## src/hdl/amc_params.svh

```systemverilog
/*
  Offsets, field positions, reset values and widths of the
  advanced-mode control register bank.
  Assumes inclusion by bare name from the bank's design files.
*/
// Function
// - 7-bit operand addresses 00h-40h directly
// - registers at 20h, 21h, 22h, 40h
// - 24 general bytes at 28h-3Fh
// - pull-up only when enabled and pin input
// - software watchdog gated by configuration enable
// - wake-up register bit 6 enables wake-up
// - bit 5 selects clock pin, else I/O
// - wake-up register resets zero, bits 4-2 zero
// - bit 1 makes bit-5 pin interrupt source
// - bit 0 makes bit-0 pin interrupt source
// - service only awake, sleep interrupts held
// - non-wake-pin exits discard sleep interrupts
// - three timer and two pin sources
// - no nesting during service routine
// - taking clears global enable, return sets it
// - flags set by hardware, software only clears
`ifndef AMC_PARAMS_SVH
`define AMC_PARAMS_SVH

`define AMC_ADDR_PULLUP  7'h20
`define AMC_ADDR_MASK    7'h21
`define AMC_ADDR_FLAGS   7'h22
`define AMC_ADDR_WDSEL   7'h23
`define AMC_ADDR_T1CTL   7'h24
`define AMC_ADDR_T2CTL   7'h25
`define AMC_ADDR_T1RLD   7'h26
`define AMC_ADDR_T2RLD   7'h27
`define AMC_ADDR_GP_LO   7'h28
`define AMC_ADDR_GP_HI   7'h3f
`define AMC_ADDR_WAKE    7'h40
`define AMC_GP_DEPTH     24

`define AMC_WAKE_SWD     7
`define AMC_WAKE_EXTWK   6
`define AMC_WAKE_CLKSEL  5
`define AMC_WAKE_SEL1    1
`define AMC_WAKE_SEL0    0
`define AMC_WAKE_IMPL    8'he3

`define AMC_IRQ_GIE      7
`define AMC_IRQ_TIM2     5
`define AMC_IRQ_TIM1     4
`define AMC_IRQ_EXT1     2
`define AMC_IRQ_EXT0     1
`define AMC_IRQ_TIM0     0
`define AMC_IRQ_IMPL     8'h37

`define AMC_RST_ZERO     8'h00
`define AMC_RST_WDSEL    8'h03

`endif

```

## src/hdl/amc_pkg.sv

```systemverilog
/*
  Types shared by the advanced-mode control register bank.
  Assumes nothing of its surroundings.
*/
package amc_pkg;
  typedef enum logic [0:0] {
    AMC_SVC_IDLE = 1'b0,
    AMC_SVC_BUSY = 1'b1
  } amc_svc_e;

  typedef logic [7:0] amc_byte_t;
endpackage

```

## src/hdl/amc_irq.sv

```systemverilog
/*
  Interrupt mask, flags, global enable and service tracking.
  Assumes event pulses and core strobes on clk_sys, one cycle each.
*/
`timescale 1ns/1ps
`include "amc_params.svh"

module amc_irq (
  input  wire logic            clk_sys,
  input  wire logic            rstn,
  input  wire logic            clk_en,
  input  wire amc_pkg::amc_byte_t set_pulse,
  input  wire logic            mask_wr,
  input  wire logic            flag_wr,
  input  wire amc_pkg::amc_byte_t wdata,
  input  wire logic            sleep_mode,
  input  wire logic            wake_by_other,
  input  wire logic            irq_take,
  input  wire logic            irq_return,
  output amc_pkg::amc_byte_t   mask_rd,
  output amc_pkg::amc_byte_t   flag_rd,
  output logic                 irq_req,
  output logic                 in_service
);

  amc_pkg::amc_byte_t mask_q, mask_d;
  amc_pkg::amc_byte_t flag_q, flag_d;
  amc_pkg::amc_byte_t slept_q, slept_d;
  logic               gie_q, gie_d;
  amc_pkg::amc_svc_e  svc_q, svc_d;

  // --------------------------------------------------------------
  // next state
  // --------------------------------------------------------------
  always_comb
  begin
    mask_d  = mask_q;
    gie_d   = gie_q;
    flag_d  = flag_q;
    svc_d   = svc_q;
    if (mask_wr)
    begin
      mask_d = wdata & `AMC_IRQ_IMPL;
      gie_d  = wdata[`AMC_IRQ_GIE];
    end
    // hardware strobes override a software write of the same cycle
    if (irq_take)
      gie_d = 1'b0;
    else if (irq_return)
      gie_d = 1'b1;
    if (flag_wr)
      flag_d = flag_q & wdata;
    flag_d = (flag_d | set_pulse) & `AMC_IRQ_IMPL;
    // events seen while asleep are remembered until sleep ends
    slept_d = sleep_mode ? (slept_q | set_pulse) : `AMC_RST_ZERO;
    if (wake_by_other)
      flag_d = flag_d & ~(slept_q | slept_d);
    case (svc_q)
      amc_pkg::AMC_SVC_IDLE:
        if (irq_take)
          svc_d = amc_pkg::AMC_SVC_BUSY;
      amc_pkg::AMC_SVC_BUSY:
        if (irq_return)
          svc_d = amc_pkg::AMC_SVC_IDLE;
      default:
        svc_d = amc_pkg::AMC_SVC_IDLE;
    endcase
  end

  // --------------------------------------------------------------
  // registers
  // --------------------------------------------------------------
  always_ff @(posedge clk_sys or negedge rstn)
  begin
    if (!rstn)
    begin
      mask_q  <= `AMC_RST_ZERO;
      flag_q  <= `AMC_RST_ZERO;
      slept_q <= `AMC_RST_ZERO;
      gie_q   <= 1'b0;
      svc_q   <= amc_pkg::AMC_SVC_IDLE;
    end
    else if (clk_en)
    begin
      mask_q  <= mask_d;
      flag_q  <= flag_d;
      slept_q <= slept_d;
      gie_q   <= gie_d;
      svc_q   <= svc_d;
    end
  end

  assign mask_rd    = mask_q | {gie_q, 7'h00};
  assign flag_rd    = flag_q;
  assign in_service = (svc_q == amc_pkg::AMC_SVC_BUSY);
  // requests stay held during sleep and during a running routine
  assign irq_req    = gie_q && !sleep_mode && !in_service
                      && |(flag_q & mask_q);

endmodule // amc_irq

```

## src/hdl/amc_regs.sv

```systemverilog
/*
  Advanced-mode control register bank: direct 7-bit data memory
  decode for 20h-40h, general bytes, port B pull-ups, wake-up
  control and the interrupt block.
  Assumes the core drives the memory strobes and interrupt strobes
  on clk_sys; pin inputs are asynchronous.
*/
`timescale 1ns/1ps
`include "amc_params.svh"

module amc_regs (
  input  wire logic            clk_sys,
  input  wire logic            rstn,
  input  wire logic            clk_en,
  input  wire logic [6:0]      mem_addr,
  input  wire logic            mem_wr,
  input  wire logic            mem_rd,
  input  wire logic [7:0]      mem_wdata,
  output logic [7:0]           mem_rdata,
  output logic                 mem_hit,
  input  wire logic            config_watchdog_enable,
  input  wire logic [7:0]      portb_dir_in,
  output logic [7:0]           portb_pullup,
  input  wire logic            porta_bit0_pin,
  input  wire logic            porta_bit5_pin,
  input  wire logic            timer_zero_ovf,
  input  wire logic            timer_one_ovf,
  input  wire logic            timer_two_ovf,
  input  wire logic            sleep_mode,
  input  wire logic            wake_by_other,
  input  wire logic            irq_take,
  input  wire logic            irq_return,
  output logic                 irq_req,
  output logic                 in_service,
  output logic                 watchdog_enable,
  output logic                 external_wakeup_enable,
  output logic                 ext_clock_pin_select,
  output logic                 ext_irq_select_one,
  output logic                 ext_irq_select_zero,
  output logic [7:0]           watchdog_period_select,
  output logic [7:0]           timer_one_control,
  output logic [7:0]           timer_two_control,
  output logic [7:0]           timer_one_reload,
  output logic [7:0]           timer_two_reload
);

  // --------------------------------------------------------------
  // address helpers
  // --------------------------------------------------------------
  function automatic logic is_gp(input logic [6:0] a);
    is_gp = (a >= `AMC_ADDR_GP_LO) && (a <= `AMC_ADDR_GP_HI);
  endfunction

  function automatic logic [4:0] gp_index(input logic [6:0] a);
    logic [6:0] off;
    off      = a - `AMC_ADDR_GP_LO;
    gp_index = off[4:0];
  endfunction

  // --------------------------------------------------------------
  // storage
  // --------------------------------------------------------------
  amc_pkg::amc_byte_t gp_mem [`AMC_GP_DEPTH];
  amc_pkg::amc_byte_t pue_q, pue_d;
  amc_pkg::amc_byte_t wake_q, wake_d;
  amc_pkg::amc_byte_t wds_q, wds_d;
  amc_pkg::amc_byte_t t1c_q, t1c_d;
  amc_pkg::amc_byte_t t2c_q, t2c_d;
  amc_pkg::amc_byte_t t1r_q, t1r_d;
  amc_pkg::amc_byte_t t2r_q, t2r_d;
  amc_pkg::amc_byte_t rdata_q, rdata_d;
  amc_pkg::amc_byte_t pull_q, pull_d;
  amc_pkg::amc_byte_t mask_rd;
  amc_pkg::amc_byte_t flag_rd;
  amc_pkg::amc_byte_t set_pulse;
  amc_pkg::amc_byte_t rd_mux;
  logic               wr_mask;
  logic               wr_flag;
  logic               gp_wr;
  logic [4:0]         gp_idx;
  logic [1:0]         p0_sync_q, p0_sync_d;
  logic [1:0]         p5_sync_q, p5_sync_d;
  logic               p0_prev_q, p5_prev_q;
  logic               ext0_edge;
  logic               ext1_edge;

  // --------------------------------------------------------------
  // direct address decode
  // --------------------------------------------------------------
  always_comb
  begin
    pue_d   = pue_q;
    wake_d  = wake_q;
    wds_d   = wds_q;
    t1c_d   = t1c_q;
    t2c_d   = t2c_q;
    t1r_d   = t1r_q;
    t2r_d   = t2r_q;
    wr_mask = 1'b0;
    wr_flag = 1'b0;
    gp_wr   = 1'b0;
    rd_mux  = `AMC_RST_ZERO;
    mem_hit = 1'b1;
    // the whole operand is the address, no bank bits take part
    if (mem_addr == `AMC_ADDR_PULLUP)
    begin
      rd_mux = pue_q;
      if (mem_wr)
        pue_d = mem_wdata;
    end
    else if (mem_addr == `AMC_ADDR_MASK)
    begin
      rd_mux  = mask_rd;
      wr_mask = mem_wr;
    end
    else if (mem_addr == `AMC_ADDR_FLAGS)
    begin
      rd_mux  = flag_rd;
      wr_flag = mem_wr;
    end
    else if (mem_addr == `AMC_ADDR_WDSEL)
    begin
      rd_mux = wds_q;
      if (mem_wr)
        wds_d = mem_wdata;
    end
    else if (mem_addr == `AMC_ADDR_T1CTL)
    begin
      rd_mux = t1c_q;
      if (mem_wr)
        t1c_d = mem_wdata;
    end
    else if (mem_addr == `AMC_ADDR_T2CTL)
    begin
      rd_mux = t2c_q;
      if (mem_wr)
        t2c_d = mem_wdata;
    end
    else if (mem_addr == `AMC_ADDR_T1RLD)
    begin
      rd_mux = t1r_q;
      if (mem_wr)
        t1r_d = mem_wdata;
    end
    else if (mem_addr == `AMC_ADDR_T2RLD)
    begin
      rd_mux = t2r_q;
      if (mem_wr)
        t2r_d = mem_wdata;
    end
    else if (is_gp(mem_addr))
    begin
      rd_mux = gp_mem[gp_index(mem_addr)];
      gp_wr  = mem_wr;
    end
    else if (mem_addr == `AMC_ADDR_WAKE)
    begin
      rd_mux = wake_q;
      if (mem_wr)
        wake_d = mem_wdata & `AMC_WAKE_IMPL;
    end
    else
      mem_hit = 1'b0; // 00h-1Fh belong to the core, above 40h unused
  end

  assign gp_idx = gp_index(mem_addr);

  // read data is captured so the core sees it from a flop
  always_comb
  begin
    rdata_d = mem_rd ? rd_mux : rdata_q;
  end

  // --------------------------------------------------------------
  // pins and interrupt sources
  // --------------------------------------------------------------
  always_comb
  begin
    p0_sync_d = {p0_sync_q[0], porta_bit0_pin};
    p5_sync_d = {p5_sync_q[0], porta_bit5_pin};
    // an output pin never gets the pull-up, whatever the enable
    pull_d    = pue_q & portb_dir_in;
  end

  // reset/interrupt pins are active low: a falling edge requests
  assign ext0_edge = p0_prev_q && !p0_sync_q[1]
                     && wake_q[`AMC_WAKE_SEL0];
  assign ext1_edge = p5_prev_q && !p5_sync_q[1]
                     && wake_q[`AMC_WAKE_SEL1];

  always_comb
  begin
    set_pulse = `AMC_RST_ZERO;
    set_pulse[`AMC_IRQ_TIM0] = timer_zero_ovf;
    set_pulse[`AMC_IRQ_TIM1] = timer_one_ovf;
    set_pulse[`AMC_IRQ_TIM2] = timer_two_ovf;
    set_pulse[`AMC_IRQ_EXT0] = ext0_edge;
    set_pulse[`AMC_IRQ_EXT1] = ext1_edge;
  end

  amc_irq u_irq (
    .clk_sys       (clk_sys),
    .rstn          (rstn),
    .clk_en        (clk_en),
    .set_pulse     (set_pulse),
    .mask_wr       (wr_mask),
    .flag_wr       (wr_flag),
    .wdata         (mem_wdata),
    .sleep_mode    (sleep_mode),
    .wake_by_other (wake_by_other),
    .irq_take      (irq_take),
    .irq_return    (irq_return),
    .mask_rd       (mask_rd),
    .flag_rd       (flag_rd),
    .irq_req       (irq_req),
    .in_service    (in_service)
  );

  // --------------------------------------------------------------
  // registers
  // --------------------------------------------------------------
  always_ff @(posedge clk_sys or negedge rstn)
  begin
    if (!rstn)
    begin
      pue_q     <= `AMC_RST_ZERO;
      wake_q    <= `AMC_RST_ZERO;
      wds_q     <= `AMC_RST_WDSEL;
      t1c_q     <= `AMC_RST_ZERO;
      t2c_q     <= `AMC_RST_ZERO;
      t1r_q     <= `AMC_RST_ZERO;
      t2r_q     <= `AMC_RST_ZERO;
      rdata_q   <= `AMC_RST_ZERO;
      pull_q    <= `AMC_RST_ZERO;
      p0_sync_q <= 2'h3;
      p5_sync_q <= 2'h3;
      p0_prev_q <= 1'b1;
      p5_prev_q <= 1'b1;
    end
    else if (clk_en)
    begin
      pue_q     <= pue_d;
      wake_q    <= wake_d;
      wds_q     <= wds_d;
      t1c_q     <= t1c_d;
      t2c_q     <= t2c_d;
      t1r_q     <= t1r_d;
      t2r_q     <= t2r_d;
      rdata_q   <= rdata_d;
      pull_q    <= pull_d;
      p0_sync_q <= p0_sync_d;
      p5_sync_q <= p5_sync_d;
      p0_prev_q <= p0_sync_q[1];
      p5_prev_q <= p5_sync_q[1];
    end
  end

  // general bytes carry no reset, like plain data memory
  always_ff @(posedge clk_sys)
  begin
    if (clk_en && gp_wr)
      gp_mem[gp_idx] <= mem_wdata;
  end

  // --------------------------------------------------------------
  // outputs
  // --------------------------------------------------------------
  assign mem_rdata              = rdata_q;
  assign portb_pullup           = pull_q;
  // configuration enable gates the software bit: both must be set
  assign watchdog_enable        = config_watchdog_enable
                                  && wake_q[`AMC_WAKE_SWD];
  assign external_wakeup_enable = wake_q[`AMC_WAKE_EXTWK];
  assign ext_clock_pin_select   = wake_q[`AMC_WAKE_CLKSEL];
  assign ext_irq_select_one     = wake_q[`AMC_WAKE_SEL1];
  assign ext_irq_select_zero    = wake_q[`AMC_WAKE_SEL0];
  assign watchdog_period_select = wds_q;
  assign timer_one_control      = t1c_q;
  assign timer_two_control      = t2c_q;
  assign timer_one_reload       = t1r_q;
  assign timer_two_reload       = t2r_q;

endmodule // amc_regs

```

## config.mk

```make
export PLATFORM = sky130hd
export DESIGN_NAME = amc_regs
export DESIGN_NICKNAME = d
export VERILOG_FILES = /design/src/hdl/amc_pkg.sv /design/src/hdl/amc_irq.sv /design/src/hdl/amc_regs.sv
export VERILOG_INCLUDE_DIRS = /design/src /design/src/hdl
export SDC_FILE = /design/constraint.sdc
export NUM_CORES = 1
export LEC_CHECK = 0
export BUFFER_PORTS_ARGS = -buffer_cell sky130_fd_sc_hd__buf_2
export CAP_MARGIN = 0
export CORE_MARGIN = 2
export CORE_UTILIZATION = 45
export CTS_BUF_LIST = sky130_fd_sc_hd__clkbuf_4
export CTS_CLUSTER_SIZE = 16
export DETAILED_ROUTE_END_ITERATION = 10
export PLACE_DENSITY = 0.6
export SLEW_MARGIN = 10
export SYNTH_ARGS = -nofsm -noshare
export SYNTH_HDL_FRONTEND = slang
export SYNTH_HIERARCHICAL = 1
export SYNTH_SLANG_ARGS = --single-unit
```

## constraint.sdc

```tcl
create_clock -name clk_sys -period 5.5 [get_ports clk_sys]
set_clock_uncertainty 0.2 [all_clocks]
set_input_delay 1.1 -clock clk_sys [delete_from_list [all_inputs] [get_ports clk_sys]]
set_output_delay 1.1 -clock clk_sys [all_outputs]
set_load 0.005 [all_outputs]
```

Word level (Yosys, flattened, before mapping)
Memories as Yosys holds them, arrays and structs flattened.
Cells that the tools add are included.
Widths: inputs -> output; s select.
{ "totals": {"regBits": 98, "wordCells": 121, "mem_count": 1, "out_inout_bits": 64, "ramBits": 192, "latch_bits": 0, "romBits": 0, "input_bits": 38} }
{ "classes": {"bitwise_logic": 19, "n_eq_ne": 9, "reduce_logical": 26, "add_sub_neg": 1, "mul": 0, "shift": 0, "magnitude_cmp": 2, "n_div": 0, "muxes": 45} }
{ "memory_table": {"columns": ["memory", "words", "word_bits", "rd", "rd_clocked_by_memory_dff", "write_ports", "line", "text"], "rows": [
  ["gp_mem", 24, 8, 1, 0, 1, "amc_regs.sv:63", "amc_pkg::amc_byte_t gp_mem [`AMC_GP_DEPTH];"]
]} }
{ "ops": {"columns": ["cell", "count"], "rows": [
  ["$mux 8", 12],
  ["$eq 7x6->1 const B", 8],
  ["$mux 1", 31],
  ["$reduce_and 12->1", 1],
  ["$logic_and 1x1->1", 10],
  ["$not 1->1", 10],
  ["$reduce_and 10->1", 1],
  ["$reduce_and 9->1", 1],
  ["$and 6x8->8", 1],
  ["$and 8x6->8", 1],
  ["$and 8x8->8", 1],
  ["$not 8->8", 1],
  ["$or 6x8->8", 1],
  ["$or 8x6->8", 1],
  ["$or 8x8->8", 1],
  ["$reduce_and 8->1", 1],
  ["$reduce_or 8->1", 1],
  ["$eq 7x7->1 const B", 1],
  ["$ge 7x6->1 const B", 1],
  ["$le 7x6->1 const B", 1],
  ["$reduce_and 7->1", 1],
  ["$and 6x6->6", 1],
  ["$mux 6", 1],
  ["$or 6x6->6", 1],
  ["7 further kinds", 12]
]} }

Depth between registers and ports, before layout
{ "depth": {"ltp_word": 14, "depth_mapped": 11, "mapped_depth_nobuf": 8} }

Modules after synthesis
Netlist, hierarchy kept.
{ "modules_own_cells": {"columns": ["mod", "area_per_inst_um2", "seq_area_each_um2", "n_inst", "cells_each"], "rows": [
  ["amc_regs", 11552.3, 7652.3, 1, 748],
  ["amc_irq", 832.0, 425.4, 1, 83]
]} }

Least setup slack after synthesis
No wires, ideal clock.
{ "synth_path": {"kind": "input to output", "from": "input mem_addr[1]", "to": "output mem_hit", "path_slack_ns": 1.851, "t_required_ns": 4.200, "stages": 6, "path_buffers": 2, "t_arrival_ns": 2.349, "cell_sequence": "buf_6 -> buf_12 -> or4_4 -> nor3_1 -> nor2_1 -> o21ai_0"} }
{ "synth_between": {"elab_chain_cells": 11, "word_cells_on_any_way": 22, "cone_classes": "2 x order compare; 9 x eq/ne; 10 x mux; 1 x reduce/logical"} }
{ "synth_rtl": {"columns": ["item", "line", "text"], "rows": [
  ["start: declaration", "amc_regs.sv:15", "input wire logic [6:0] mem_addr,"],
  ["$ge 7x6->1 (no source line) (tied with other cells)", null, null],
  ["$logic_and 1x1->1 or $mux 1 (tied branches)", "amc_regs.sv:51, amc_regs.sv:156", null],
  ["$mux 1", "amc_regs.sv:151", "else if (is_gp(mem_addr))"],
  ["$mux 1", "amc_regs.sv:145", "else if (mem_addr == `AMC_ADDR_T2RLD)"],
  ["$mux 1", "amc_regs.sv:139", "else if (mem_addr == `AMC_ADDR_T1RLD)"],
  ["$mux 1", "amc_regs.sv:133", "else if (mem_addr == `AMC_ADDR_T2CTL)"],
  ["$mux 1", "amc_regs.sv:127", "else if (mem_addr == `AMC_ADDR_T1CTL)"],
  ["$mux 1", "amc_regs.sv:121", "else if (mem_addr == `AMC_ADDR_WDSEL)"],
  ["$mux 1", "amc_regs.sv:116", "else if (mem_addr == `AMC_ADDR_FLAGS)"],
  ["$mux 1", "amc_regs.sv:111", "else if (mem_addr == `AMC_ADDR_MASK)"],
  ["$mux 1 *", "amc_regs.sv:105", "if (mem_addr == `AMC_ADDR_PULLUP)"],
  ["end: declaration", "amc_regs.sv:20", "output logic mem_hit,"]
]} }
Mark *: on every way between the ends. The rest lies on a longest branch, timed or not.

Worst setup path in the final report
{ "layout_path": {"from": "input mem_addr[0]", "to": "output mem_hit"} }
Same word-level chain as after synthesis.

==> metrics <==
worst flop-to-flop path startpoint=gp_mem[8][3]; total via count after detailed routing=roughly 8,000; number of hold buffers added after cts=0; final setup margin=1190 ps; status=completed; Avg Inst Size Synth=14.9 µm²; total of endpoints with negative setup slack in the final report=0; max-slew headroom at the worst pin=0.418; H-tree depth reported by CTS=3; total congestion overflow=0; Max Fclk=232 MHz; setup repair after global routing missed its margin=no; pwr/cell area=about 330 nW/µm²; fraction of layout cells with a size suffix above 1=0.340; post-detailed-route wirelength per cell=~24 µm; Layout Cell Area excl Fill=14,100 µm²; count of port buffers added during placement=101; sink count of the clock tree=284; post-route fraction of the period consumed by the critical path=0.784; routed wire length=roughly 32 mm; Syn. warnings=6; dpl ws=1200 ps; top-level I/O count=102; total routing usage reported by global routing=0.229; worst hold path class=in -> async; Die Outline Area=28,900 µm²; Final ANT Viol Nets=0; data required time at the worst endpoint=4200 ps; max-capacitance violation count=0; Vias per Instance=5.76; startpoint class of the critical path=input pin; CP Capture Type=primary output; maximum number of pins on one net before global-route repair=49; number of detailed-route iterations in the first pass=5; CP Launch Point=mem_addr[0]; worst reg2reg setup slack=~3200 ps; area of the core=approximately 27,000 µm²; number of hold-slack violations in the final timing report=0; chip width=170 µm; Core Util, Final=0.522; worst setup path end=mem_hit; LEAKAGE=5.50 nW; vertical die dimension=between 150 and 200 µm; worst slew pin tran=873 ps; CP Max Fanout=34; net total in the final layout=1,012; number of violations reported at the end of detailed-routing iteration 0=751; vias in the first global route=7,853; Synth-to-Final Area Change=13.5%; number of buffers inserted by post-CTS setup repair=0; maximum buffer depth of the clock tree=3; Final min period=4310 ps; antenna violations before repair=2; cell at the root of the clock tree=clkbuf_4; worst ir drop on vdd=0.263 mV; CTS tree=built; clock network latency to the later pin of the worst-skew pair=700 ps; synthesized cell area=about 12,000 µm²; post-route insts no fill=1,369; critical setup path kind=in -> out; DPL Wire Length=21.1 mm; cells on worst reg2reg path=6; CTS resizes=0; WP data arrival=3010 ps; reg-to-reg endpoint=mem_rdata[3]; total CTS buffers=74; post-placement cell count=1,235; post-synthesis instance total=830; initial standard-cell utilization of the core=0.459; row count=60; final weighted congestion in routability-driven placement=0.880; Setup Total Neg Slack=0 ps; wire length of the first global-routing pass=48.3 mm; Cell Area, Placed=about 13,000 µm²; Slew Viols, Final=0; detailed-route DRC error count=0; clock transition at the register clock pins on the worst setup and hold paths after CTS=60 ps
[through the flow]
step                      power, mW  hold WS, ps
after CTS                      4.62          203
after detailed placement       2.76          284
after global placement         2.76          282
after global routing           4.78          210
final                          4.58          203
after floorplan                2.60          263
[report_power, final]
group | internal, mW | switching [mW] | total, mW
registers | 2.34 | 0.0422 | 2.38
clock network | 1.01 | 0.859 | 1.86
logic | 0.128 | 0.206 | 0.334
[sequential cells by signal, summed over array words and instances (netlist names), 2 cells and up]
name,cells
gp_mem,192
mem_rdata,8
portb_pullup,8
pue_q,8
timer_one_control,8
timer_one_reload,8
timer_two_control,8
timer_two_reload,8
watchdog_period_select,8
u_irq/flag_rd,5
u_irq/mask_q,5
u_irq/slept_q,5
wake_q,5
p0_sync_q,2
p5_sync_q,2
[final cells by class]
class / instances / area, µm²
Antenna cell: 2 / 5.00
Clock buffer: 115 / 863
Clock inverter: 17 / 114
Fill cell: 2325 / 12900
Inverter: 16 / 60.1
Multi-Input combinational cell: 486 / 3950
Sequential cell: 284 / 8080
Tap cell: 341 / 427
Timing Repair Buffer: 108 / 563
[worst max-delay path, stage by stage]
cell and delay [ps]:
buf_2 320, or4_4 640, nor3_1 270, nor2_1 70, o21ai_0 390, buf_2 200
[worst min path at each step]
stage                startpoint                to  slack [ps]  depth (start not counted)
6_report                   rstn  u_irq/slept_q[0]         200                          1
5_1_grt                    rstn  u_irq/slept_q[0]         210                          1
4_1_cts                    rstn  u_irq/slept_q[0]         200                          1
3_5_place_dp   u_irq/slept_q[1]  u_irq/slept_q[1]         280                          2
3_3_place_gp   u_irq/slept_q[5]  u_irq/slept_q[5]         280                          2
2_1_floorplan  u_irq/slept_q[0]  u_irq/slept_q[0]         260                          2
[cell usage in the layout (no fill, tap or decap), types with 5 or more instances in the layout]
master    instances
nor2_1           54
buf_2            99
dfrtp_1          84
dfstp_2           8
nand3_1          13
clkinv_1         12
a22oi_1          15
and2_1            6
a21oi_1          43
mux2_2           56
o21ai_0          26
nand2_1          54
a211oi_1          7
mux2i_1          28
nand2b_1         15
a221oi_1          5
nor2b_1          17
mux4_2           33
conb_1            5
mux2_4           10
o22ai_1          10
edfxtp_1        192
a31oi_1           5
nor4_1            6
o221ai_1          5
clkbuf_4        115
o211ai_1          6
buf_4             9
inv_1            15
[routing by layer]
layer | GRT usage | vias up | routed length, µm
met1 | 0.323 | 3967 | 14100
met3 | 0.0512 | 52 | 2430
met5 | 0 | - | 0
li1 | - | 3504 | -
met4 | 0.0829 | 0 | 695
met2 | 0.350 | 360 | 15000
(Power assumes the default switching activity.)
